--- src/hw/usc_params.svh ---
`ifndef USC_PARAMS_SVH
`define USC_PARAMS_SVH

// Register offsets on the plain register port
`define USC_ADDR_CTRL 8'h0a
`define USC_ADDR_STAT 8'h0b
`define USC_ADDR_DATA 8'h0c

// Control byte fields
`define USC_C_RECEIVE_DONE_IRQ_ENABLE 7
`define USC_C_SEND_DONE_IRQ_ENABLE 6
`define USC_C_BUFFER_EMPTY_IRQ_ENABLE 5
`define USC_C_RECEIVER_ENABLE 4
`define USC_C_TRANSMITTER_ENABLE 3
`define USC_C_NINE 2
`define USC_C_RECEIVED_NINTH_BIT 1
`define USC_C_SEND_NINTH_BIT 0
`define USC_CTRL_RST 8'h00
`define USC_CTRL_WR_MASK 8'hfd
`define USC_CTRL_RD_MASK 8'hfe

// Status byte fields
`define USC_S_RXC 7
`define USC_S_TXC 6
`define USC_S_SEND_BUFFER_EMPTY_FLAG 5
`define USC_S_FE 4
`define USC_S_OVR 3
`define USC_STAT_RST 8'h20
`define USC_STAT_RD_MASK 8'hf8

// Oversampling: sample numbers within one sixteen-tick bit period
`define USC_SAMPLE_FIRST 4'h1
`define USC_SAMPLE_A 4'h8
`define USC_SAMPLE_B 4'h9
`define USC_SAMPLE_C 4'ha
`define USC_SAMPLE_LAST 4'h0
`define USC_LAST_BIT8 4'h7
`define USC_LAST_BIT9 4'h8

// Transmit framing
`define USC_FRAME_LEN8 4'ha
`define USC_FRAME_LEN9 4'hb
`define USC_TX_PHASE_END 4'hf

`endif

--- src/hw/usc_pkg.sv ---
package usc_pkg;

   typedef enum logic [1:0] {
      USC_RX_IDLE,
      USC_RX_START,
      USC_RX_DATA,
      USC_RX_STOP
   } usc_rx_state_e;

   typedef struct packed {
      usc_rx_state_e state;
      logic [3:0] phase;
      logic [3:0] bit_idx;
      logic [1:0] votes;
      logic [8:0] shift;
      logic done;
      logic [8:0] data;
      logic stop_ok;
   } usc_rx_s;

   typedef struct packed {
      logic [7:0] count;
      logic tick;
   } usc_baud_s;

   typedef struct packed {
      logic [7:0] ctrl;
      logic [7:0] stat;
      logic [7:0] rx_buf;
      logic ovr_pend;
      logic [7:0] tx_hold;
      logic tx_pend;
      logic [10:0] tx_shift;
      logic [3:0] tx_bits;
      logic [3:0] tx_phase;
      logic tx_busy;
      logic txd;
      logic [7:0] rdata;
   } usc_core_s;

   function automatic logic usc_majority3(input logic [2:0] v);
      return (v[0] & v[1]) | (v[0] & v[2]) | (v[1] & v[2]);
   endfunction : usc_majority3

endpackage : usc_pkg

--- src/hw/usc_rx_if.sv ---
`timescale 1ns/10ps
interface usc_rx_if;
   logic [7:0] divisor;
   logic tick;
   logic rx_line;
   logic rx_enable;
   logic nine_bit;
   logic done;
   logic [8:0] data;
   logic stop_ok;

   modport baud (input divisor, output tick);
   modport rx (input tick, input rx_line, input rx_enable, input nine_bit,
               output done, output data, output stop_ok);
   modport core (output divisor, output rx_line, output rx_enable, output nine_bit,
                 input tick, input done, input data, input stop_ok);
endinterface : usc_rx_if

--- src/hw/usc_baud_gen.sv ---
`timescale 1ns/10ps
`include "usc_params.svh"
module usc_baud_gen import usc_pkg::*; (
   input logic clk,
   input logic reset_n,
   usc_rx_if.baud link
);
   usc_baud_s q;
   usc_baud_s d;

   // Tick period is divisor plus one clocks, i.e. sixteen ticks per bit
   always_comb begin
      d = q;
      d.tick = 1'b0;
      if (q.count >= link.divisor) begin
         d.count = 8'h00;
         d.tick = 1'b1;
      end else begin
         d.count = q.count + 8'h01;
      end
   end

   always_ff @(posedge clk or negedge reset_n) begin
      if (!reset_n) begin
         q <= '0;
      end else begin
         q <= d;
      end
   end

   assign link.tick = q.tick;
endmodule : usc_baud_gen

--- src/hw/usc_rx_sampler.sv ---
`timescale 1ns/10ps
`include "usc_params.svh"
module usc_rx_sampler import usc_pkg::*; (
   input logic clk,
   input logic reset_n,
   usc_rx_if.rx link
);
   usc_rx_s q;
   usc_rx_s d;
   logic [3:0] smp;
   logic vote;
   logic [3:0] last_bit;

   always_comb begin
      d = q;
      d.done = 1'b0;
      smp = q.phase + 4'h1;
      vote = usc_majority3({link.rx_line, q.votes});
      last_bit = link.nine_bit ? `USC_LAST_BIT9 : `USC_LAST_BIT8;
      if (!link.rx_enable) begin
         d.state = USC_RX_IDLE;
         d.phase = 4'h0;
      end else if (link.tick) begin
         if (q.state == USC_RX_IDLE) begin
            if (!link.rx_line) begin
               d.state = USC_RX_START;
               d.phase = `USC_SAMPLE_FIRST;
               d.shift = 9'h000;
            end
         end else begin
            d.phase = smp;
            if (smp == `USC_SAMPLE_A) begin
               d.votes[0] = link.rx_line;
            end
            if (smp == `USC_SAMPLE_B) begin
               d.votes[1] = link.rx_line;
            end
            unique case (q.state)
               USC_RX_START: begin
                  if (smp == `USC_SAMPLE_C && vote) begin
                     d.state = USC_RX_IDLE;
                  end else if (smp == `USC_SAMPLE_LAST) begin
                     d.state = USC_RX_DATA;
                     d.bit_idx = 4'h0;
                  end
               end
               USC_RX_DATA: begin
                  if (smp == `USC_SAMPLE_C) begin
                     d.shift[q.bit_idx] = vote;
                  end else if (smp == `USC_SAMPLE_LAST) begin
                     if (q.bit_idx == last_bit) begin
                        d.state = USC_RX_STOP;
                     end else begin
                        d.bit_idx = q.bit_idx + 4'h1;
                     end
                  end
               end
               USC_RX_STOP: begin
                  // Ends at the third sample so a back-to-back start is not missed
                  if (smp == `USC_SAMPLE_C) begin
                     d.done = 1'b1;
                     d.data = q.shift;
                     d.stop_ok = vote;
                     d.state = USC_RX_IDLE;
                  end
               end
               USC_RX_IDLE: begin
               end
            endcase
         end
      end
   end

   always_ff @(posedge clk or negedge reset_n) begin
      if (!reset_n) begin
         q <= '0;
      end else begin
         q <= d;
      end
   end

   assign link.done = q.done;
   assign link.data = q.data;
   assign link.stop_ok = q.stop_ok;
endmodule : usc_rx_sampler

--- src/hw/usc_uart_rx_ctrl.sv ---
//
// Contract
// - Sample line at sixteen times bit rate
// - Single low sample starts candidate start
// - Majority high at 8,9,10 rejects start
// - Data bits majority-voted at samples 8-10
// - Stop majority low sets frame error
// - Character loads buffer, sets receive-done unless buffer unread
// - Data address: read receive, write transmit
// - Nine-bit mode loads received ninth bit
// - Unread buffer loses new char; overrun deferred
// - Successful transfer clears overrun flag
// - Receiver enable forces pin input, pull-up kept
// - Reading buffer clears receive-done; level request
// - Send-done on idle; cleared by vector, write-one
// - Buffer-empty set on load, cleared on write
// - Buffer-empty high during and after reset
// - Buffer-empty request is a level
// - High stop bit clears frame error
// - Each request needs own and global enable
// - Receiver off blocks send-done, overrun, frame-error
// - Transmitter drains shift and pending on disable
// - Nine-bit option carries nine data bits
// - Low three status bits read zero
// - Rate is clock over sixteen times divisor+1
// - Send ninth bit feeds next transmitted char
//
`timescale 1ns/10ps
`include "usc_params.svh"
module usc_uart_rx_ctrl import usc_pkg::*; (
   input logic clk,
   input logic reset_n,
   input logic [7:0] reg_addr,
   input logic [7:0] reg_wdata,
   input logic reg_wr,
   input logic reg_rd,
   output logic [7:0] reg_rdata,
   input logic [7:0] bit_rate_divisor,
   input logic global_irq_enable,
   input logic send_done_vector_taken,
   input logic receive_port_pin_in,
   output logic receive_port_pin_out,
   output logic receive_port_pin_oe,
   output logic receive_port_pin_pullup_en,
   input logic receive_pin_direction,
   input logic receive_pin_pullup,
   output logic send_port_pin_out,
   output logic send_port_pin_oe,
   output logic receive_done_irq,
   output logic send_done_irq,
   output logic buffer_empty_irq
);

   ////////////////////////////////////////////////////////////////////////////////

   localparam usc_core_s CORE_RST = '{
      ctrl: `USC_CTRL_RST,
      stat: `USC_STAT_RST,
      txd: 1'b1,
      default: '0
   };

   usc_core_s q;
   usc_core_s d;
   usc_rx_if link();

   logic rx_en;
   logic tx_en;
   logic nine;
   logic rd_data;
   logic wr_data;
   logic wr_ctrl;
   logic wr_stat;
   logic tx_tick_end;
   logic tx_char_end;
   logic tx_load;
   logic [10:0] tx_frame;

   ////////////////////////////////////////////////////////////////////////////////
   // Receive front end and bit-rate divider

   assign link.divisor = bit_rate_divisor;
   // Disabled receiver sees an idle line, so it never starts a character
   assign link.rx_line = rx_en ? receive_port_pin_in : 1'b1;
   assign link.rx_enable = rx_en;
   assign link.nine_bit = nine;

   usc_baud_gen u_baud (
      .clk(clk),
      .reset_n(reset_n),
      .link(link)
   );

   usc_rx_sampler u_rx (
      .clk(clk),
      .reset_n(reset_n),
      .link(link)
   );

   ////////////////////////////////////////////////////////////////////////////////
   // Decode

   assign rx_en = q.ctrl[`USC_C_RECEIVER_ENABLE];
   assign tx_en = q.ctrl[`USC_C_TRANSMITTER_ENABLE];
   assign nine = q.ctrl[`USC_C_NINE];
   assign rd_data = reg_rd && (reg_addr == `USC_ADDR_DATA);
   assign wr_data = reg_wr && (reg_addr == `USC_ADDR_DATA);
   assign wr_ctrl = reg_wr && (reg_addr == `USC_ADDR_CTRL);
   assign wr_stat = reg_wr && (reg_addr == `USC_ADDR_STAT);

   // Transmit timing: one bit is sixteen ticks of the shared divider
   assign tx_tick_end = q.tx_busy && link.tick && (q.tx_phase == `USC_TX_PHASE_END);
   assign tx_char_end = tx_tick_end && (q.tx_bits == 4'h1);
   // A character already in flight keeps the link going after disable
   assign tx_load = q.tx_pend && ((!q.tx_busy && tx_en) || tx_char_end);
   // Stop bit, optional ninth bit, data LSB first, start bit
   assign tx_frame = {1'b1, nine ? q.ctrl[`USC_C_SEND_NINTH_BIT] : 1'b1, q.tx_hold, 1'b0};

   ////////////////////////////////////////////////////////////////////////////////
   // Next state

   always_comb begin
      d = q;

      // Transmit shifter
      if (q.tx_busy && link.tick) begin
         d.tx_phase = q.tx_phase + 4'h1;
      end
      if (tx_tick_end) begin
         if (q.tx_bits == 4'h1) begin
            d.tx_busy = 1'b0;
            d.txd = 1'b1;
            if (!q.tx_pend && rx_en) begin
               d.stat[`USC_S_TXC] = 1'b1;
            end
         end else begin
            d.tx_shift = {1'b1, q.tx_shift[10:1]};
            d.txd = q.tx_shift[1];
            d.tx_bits = q.tx_bits - 4'h1;
         end
      end
      if (tx_load) begin
         d.tx_shift = tx_frame;
         d.txd = tx_frame[0];
         d.tx_bits = nine ? `USC_FRAME_LEN9 : `USC_FRAME_LEN8;
         d.tx_phase = 4'h0;
         d.tx_busy = 1'b1;
         d.tx_pend = 1'b0;
         d.stat[`USC_S_SEND_BUFFER_EMPTY_FLAG] = 1'b1;
      end

      // Send-done clears; a set in the same cycle wins
      if ((send_done_vector_taken || (wr_stat && reg_wdata[`USC_S_TXC])) &&
          !(tx_char_end && !q.tx_pend && rx_en)) begin
         d.stat[`USC_S_TXC] = 1'b0;
      end

      // Software writes
      if (wr_data) begin
         d.tx_hold = reg_wdata;
         d.tx_pend = 1'b1;
         d.stat[`USC_S_SEND_BUFFER_EMPTY_FLAG] = 1'b0;
      end
      if (wr_ctrl) begin
         d.ctrl = (reg_wdata & `USC_CTRL_WR_MASK) | (q.ctrl & ~`USC_CTRL_WR_MASK);
      end

      // Reading the buffer reveals a deferred overrun
      if (rd_data) begin
         d.stat[`USC_S_RXC] = 1'b0;
         d.stat[`USC_S_OVR] = q.ovr_pend;
         d.ovr_pend = 1'b0;
      end

      // Character arrival; ordered after the read so the set wins
      if (link.done) begin
         if (q.stat[`USC_S_RXC] && !rd_data) begin
            d.ovr_pend = 1'b1;
         end else begin
            d.rx_buf = link.data[7:0];
            d.stat[`USC_S_RXC] = 1'b1;
            d.stat[`USC_S_FE] = !link.stop_ok;
            d.stat[`USC_S_OVR] = 1'b0;
            d.ovr_pend = 1'b0;
            if (nine) begin
               d.ctrl[`USC_C_RECEIVED_NINTH_BIT] = link.data[8];
            end
         end
      end

      // Read data stands for exactly one cycle after the strobe
      d.rdata = 8'h00;
      if (reg_rd) begin
         unique case (reg_addr)
            `USC_ADDR_DATA: d.rdata = q.rx_buf;
            `USC_ADDR_STAT: d.rdata = q.stat & `USC_STAT_RD_MASK;
            `USC_ADDR_CTRL: d.rdata = q.ctrl & `USC_CTRL_RD_MASK;
            default: d.rdata = 8'h00;
         endcase
      end
   end

   always_ff @(posedge clk or negedge reset_n) begin
      if (!reset_n) begin
         q <= CORE_RST;
      end else begin
         q <= d;
      end
   end

   ////////////////////////////////////////////////////////////////////////////////
   // Outputs

   assign reg_rdata = q.rdata;

   // Receiver owns the pin as input; otherwise it is ordinary port logic
   assign receive_port_pin_oe = !rx_en && receive_pin_direction;
   assign receive_port_pin_out = receive_pin_pullup;
   assign receive_port_pin_pullup_en = receive_pin_pullup && !receive_port_pin_oe;

   assign send_port_pin_out = q.txd;
   assign send_port_pin_oe = tx_en || q.tx_busy;

   // Level requests: they persist while their flag, own enable and global enable all stay set
   assign receive_done_irq = q.stat[`USC_S_RXC] && q.ctrl[`USC_C_RECEIVE_DONE_IRQ_ENABLE] &&
                             global_irq_enable;
   assign send_done_irq = q.stat[`USC_S_TXC] && q.ctrl[`USC_C_SEND_DONE_IRQ_ENABLE] &&
                          global_irq_enable;
   assign buffer_empty_irq = q.stat[`USC_S_SEND_BUFFER_EMPTY_FLAG] && q.ctrl[`USC_C_BUFFER_EMPTY_IRQ_ENABLE] &&
                             global_irq_enable;

endmodule : usc_uart_rx_ctrl

--- config.mk ---
export PLATFORM = sky130hd
export DESIGN_NAME = usc_uart_rx_ctrl
export DESIGN_NICKNAME = d
export VERILOG_FILES = /design/src/hw/usc_pkg.sv /design/src/hw/usc_rx_if.sv /design/src/hw/usc_baud_gen.sv /design/src/hw/usc_rx_sampler.sv /design/src/hw/usc_uart_rx_ctrl.sv
export VERILOG_INCLUDE_DIRS = /design/src /design/src/hw
export SDC_FILE = /design/constraint.sdc
export NUM_CORES = 1
export LEC_CHECK = 0
export BUFFER_PORTS_ARGS = -buffer_cell sky130_fd_sc_hd__buf_2
export CAP_MARGIN = 20
export CORE_MARGIN = 3
export CORE_UTILIZATION = 30
export CTS_CLUSTER_SIZE = 14
export DETAILED_ROUTE_END_ITERATION = 10
export SETUP_SLACK_MARGIN = 0.4
export SYNTH_ARGS = -nofsm -noshare
export SYNTH_HDL_FRONTEND = slang
export SYNTH_SLANG_ARGS = --single-unit
--- constraint.sdc ---
create_clock -name clk -period 5.1 [get_ports clk]
set_clock_uncertainty 0.1 [all_clocks]
set_input_delay 0 -clock clk [delete_from_list [all_inputs] [get_ports clk]]
set_output_delay 0 -clock clk [all_outputs]
set_load 0.05 [all_outputs]
Yosys cells after proc, flatten, opt, wreduce, memory -nomap -nowiden:

Index checks and enable logic that the tools add are counted.

* order comparisons: 3
* reduce and logical (&&, ||, !) cells: 59
* eq/ne operators: 27
* multiplexer cells: 66
* bitwise gates (word level): 8
* add/sub/neg operators: 5

Operator list (count)
* two-way mux 11 bit: 4
* two-way mux 9 bit: 4
* two-way mux 32 bit: 1
* two-way mux 15 bit: 2
* two-way mux 1 bit: 28
* two-way mux 4 bit: 7
* logical AND 1 bit: 25
* == test 8 x 4 -> 1 bit (second input constant): 3
* two-way mux 6 bit: 4
* one-hot mux 8 bit (3 select lines): 1
* two-way mux 22 bit: 1
* nonzero test 2 bit: 11
* == test 4 bit (second input constant): 4
* two-way mux 2 bit: 8
* two-way mux 8 bit: 2
* adder 4 x 1 -> 4 bit (second input constant): 3
* inequality test 4 x 2 -> 1 bit (second input constant): 3
* inequality test 2 bit (second input constant): 5
* AND reduction 5 bit: 2
* bitwise mux 9 bit: 1
* AND reduction 9 bit: 1
* adder 8 x 1 -> 8 bit (second input constant): 1
* greater-or-equal comparator 8 bit: 1
* bitwise OR 8 x 2 -> 8 bit: 1
* 26 further kinds: 45

* register bits after elaboration: 101
* input bits: 33

Logic depth before layout (Yosys ltp):

* word-level depth: 10
* gate-level depth with buffers: 9

Cells and area by module:

From an unflattened synthesis, not the netlist that was laid out.

* cells, all modules: 488
* area total of the unflattened synthesis: 5221.3 um^2

Modules (own cells, without submodules)
* usc_uart_rx_ctrl: sequential area each 1478.9 um^2, area each 2797.7 um^2, cells each 252, instances 1
* usc_rx_sampler: sequential area each 800.8 um^2, area each 1843.0 um^2, cells each 181, instances 1
* usc_baud_gen: sequential area each 225.2 um^2, area each 580.6 um^2, cells each 55, instances 1

Worst setup path before layout:

No wires, ideal clock.

* path kind: register to register
* start point: register u_rx.q[26] (netlist bit)
* end point: register u_rx.q (netlist bit u_rx.link.data[0])
* data arrival time: 1.839 ns
* path slack: 3.034 ns
* stages on the path, launching flop included: 8
* period minus slack after synthesis: 2.066 ns
* path buffers: 1
* cell sequence: dfrtp_1 -> ha_1 -> and4bb_1 -> o21bai_2 -> nand2_1 -> nor3_2 -> buf_4 -> mux2_1

* longest elaborated chain between the ends: 3

Ends and longest elaborated chain
* start: declaration: RTL line usc_rx_sampler.sv:8 `usc_rx_s q;`
* start signal: assignment: RTL line usc_rx_sampler.sv:76 `q <= '0;`
* start signal: assignment: RTL line usc_rx_sampler.sv:78 `q <= d;`
* adder 4 x 1 -> 4 bit: RTL line usc_rx_sampler.sv:17 `smp = q.phase + 4'h1;`
* == test 4 bit (no line)
* AND reduction 5 bit (no line)

Every way passes these cells.
A chain may end at the register's enable or synchronous reset.

Final worst setup path:

* start point: register u_rx.q[26] (netlist bit)
* end point: register u_rx.q (netlist bit u_rx.link.data[7])

Same word-level chain as after synthesis.

==> flow_summary.yaml <==
status:
  status: "finished, final reports clean"
clock_network:
  clk_path_buf_depth: 2
  clock_latency_ns: 0.34
  cts_tree: "done"
  numCtsBuffers: 9
  cts_max_level: 3
  cts_root_buffer: "clkbuf_16"
  clk_pin_slew_worst_paths_ns: 0.07
  cts_resized: 0
  cts_sinks: 100
global_route:
  antenna_found_initial: 0
  grt_max_degree: 73
  grt_pass1_vias: 3515
  gr-usage-all-layers_pct: 11.59
  grt_pass1_wl_um: 17110
  overflow: 0
finish:
  nFillCells: 1630
  final_nets: 572
  most-common-layout-cells: "dfrtp_1, nand2_1, buf_2"
  area_growth_pct: 16.14
  drive_above_1_share_pct: 17.33
  utilization_pct: 35.91
  final_common_cell: "dfrtp_1"
  layout.cells.non_filler: 741
  antennaDiodeCount: 0
sta:
  rsz0062_at_grt: "no"
  fin_crit_ns: 2.573
  final_hold_viol_count: 0
  fmax_ghz: 0.3886
  drv_slew: 0
  slew_headroom_pct: 41.36
  worst_pin_slew_ns: 0.8796
  tns_ns: 0
  timing.final.crit_share_pct: 50.46
  setup_viol: 0
routing:
  first_pass_iters: 5
  drt-total-wl_um: 9955
  dr.first_iter.drc_count: 247
  drc_errors: 0
  viasPerCell: 4.727
  avgRoutedWirePerCell_um: 13.43
  via_count: 3503
  ant_nets: 0
power_and_ir_drop:
  p_per_area_nw_per_um2: 342.6
  power_uw: 1968
  p_leak_uw: 0.002772
  ir_drop_uv: 165.6
critical_path:
  cp_max_fo: 11
  worstPathArrival_ns: 2.70
  critPathRequiredTime_ns: 5.23
  critPathMaxStageDelay_ns: 0.63
  crit_family: "simple AND/OR/NAND/NOR gates"
  cp-start-kind: "flip-flop"
  cp_num_buf_inv: 0
  critical_path_class: "flip-flop to flip-flop"
  crit_slowest_cell: "nor3_2"
  crit_chain: "ha_1 > and4bb_1 > o21bai_2 > nand2_1 > nor3_2 > mux2_1"
  worst_setup_path_end_kind: "flip-flop"
synthesis:
  syn_area_um2: 4947
  yosysSeqAreaShare_pct: 50.63
  synthCells: 473
  syn_nets: 525
  synth_edf_count: 0
  synth-seq-cells: 100
  ys_warn_count: 0
  synth_flop_cell: "dfrtp_1"
  yosysUniqueCellTypes: 62
  async_flop_share_pct: 100.0
  avgSynthCellArea_um2: 10.46
placed_design:
  gp_congestion: 0.8174
  dp_cells: 712
  dp_hpwl_um: 7221
  portBuffers: 48
die:
  coreArea_um2: 16000
  die_w_um: 134.4
  start_util_pct: 30.92
  row_count: 46
  dieArea_um2: 18070
  die_y_um: 134.4
  ios: 49
flow_run:
  max-cap-violations: 0
hold_path:
  hold_path_class: "primary input to async pin"
-- metrics by stage --
stage,setup slack (ns),area [um2],hold slack (ns)
3_5_place_dp,2.513,5301,-0.1439
3_3_place_gp,2.643,5301,-0.1545
2_1_floorplan,3.034,4947,-0.3956
6_report,2.527,5746,0.01326
5_1_grt,2.302,5746,0.03457
4_1_cts,2.505,5746,0.01106
-- flip-flops by register name, summed over array words and instances (netlist names) --
name,cells
u_baud.q,8
u_baud.link.tick,1
u_rx.link.done,1
send_port_pin_out,1
u_rx.q,21
u_rx.link.data,9
link.rx_enable,1
u_rx.link.stop_ok,1
q,48
link.nine_bit,1
reg_rdata,8
-- worst reg2reg max path, cell delays in order (launching register included) --
cell	delay, ns
dfrtp_1	0.44
ha_1	0.31
and4bb_1	0.31
o21bai_2	0.17
nand2_1	0.10
nor3_2	0.63
mux2_1	0.39
-- final cells by class --
cell class	count	area [um2]	area share, %
Clock buffer	10	239.0	4.159
Timing Repair Buffer	62	380.4	6.620
Sequential cell	100	2505	43.60
Clock inverter	6	75.07	1.307
Inverter	21	78.83	1.372
Tap cell	216	270.3	4.704
Multi-Input combinational cell	326	2197	38.24
-- cell families after synthesis --
logic type / after synthesis / share of synthesized area, %
simple gates: 186 / 18.61
fa+ha+maj: 19 / 4.805
mux: 34 / 7.613
buf+inv: 47 / 4.957
compound gates: 73 / 10.75
flops: 100 / 50.63
xor+xnor: 14 / 2.630
-- Yosys cell counts, drive strengths merged, types with 6 or more instances --
master / instances / area share (%)
ha: 19 / 4.8
nand2b: 7 / 0.89
buf: 22 / 3.1
nor2: 43 / 3.3
nand2: 73 / 5.6
inv: 21 / 1.6
dfrtp: 98 / 50
and3: 8 / 1.0
o21ai: 8 / 0.81
xor2: 10 / 1.9
a31oi: 8 / 1.0
nand4: 7 / 0.89
nand3: 18 / 1.9
a21o: 6 / 0.91
mux2: 29 / 6.6
a21oi: 16 / 1.7
-- power by group --
| group | leakage [uW] | total [uW] | switching [uW] | internal, uW |
|---|---|---|---|---|
| registers | 0.00133 | 980 | 89.3 | 890 |
| clock network | 0.000157 | 710 | 306 | 403 |
| logic | 0.00128 | 279 | 147 | 132 |
-- worst paths after layout --
kind	startpoint	end	slack, ns	depth (start not counted)
max in group asynchronous	reset_n	q[60]	3.68	3
min	reset_n	u_rx.link.data[2]	0.01	2
min reg2reg	u_rx.link.stop_ok	q[51]	0.36	1
min in group clk	reg_addr[0]	reg_rdata[2]	0.02	4
max	u_rx.q[26]	u_rx.link.data[7]	2.53	6
max reg2reg	u_rx.q[26]	u_rx.link.data[7]	2.53	6
-- per-layer routing --
metal  GRT usage (%)  wire (um)  vias to the layer above
met5               0          0                        -
met4           3.394         97                        0
met3           2.813        363                        6
met2           18.83       4686                       60
met1           15.43       4806                     1703
li1                -          -                     1734
-- repair_timing --
item	4_1_cts	5_1_grt
endpoints found under the hold margin	55	0
setup buffers	0	0
hold buffers	13	0
Note: power is estimated with default switching activity, not from simulation.
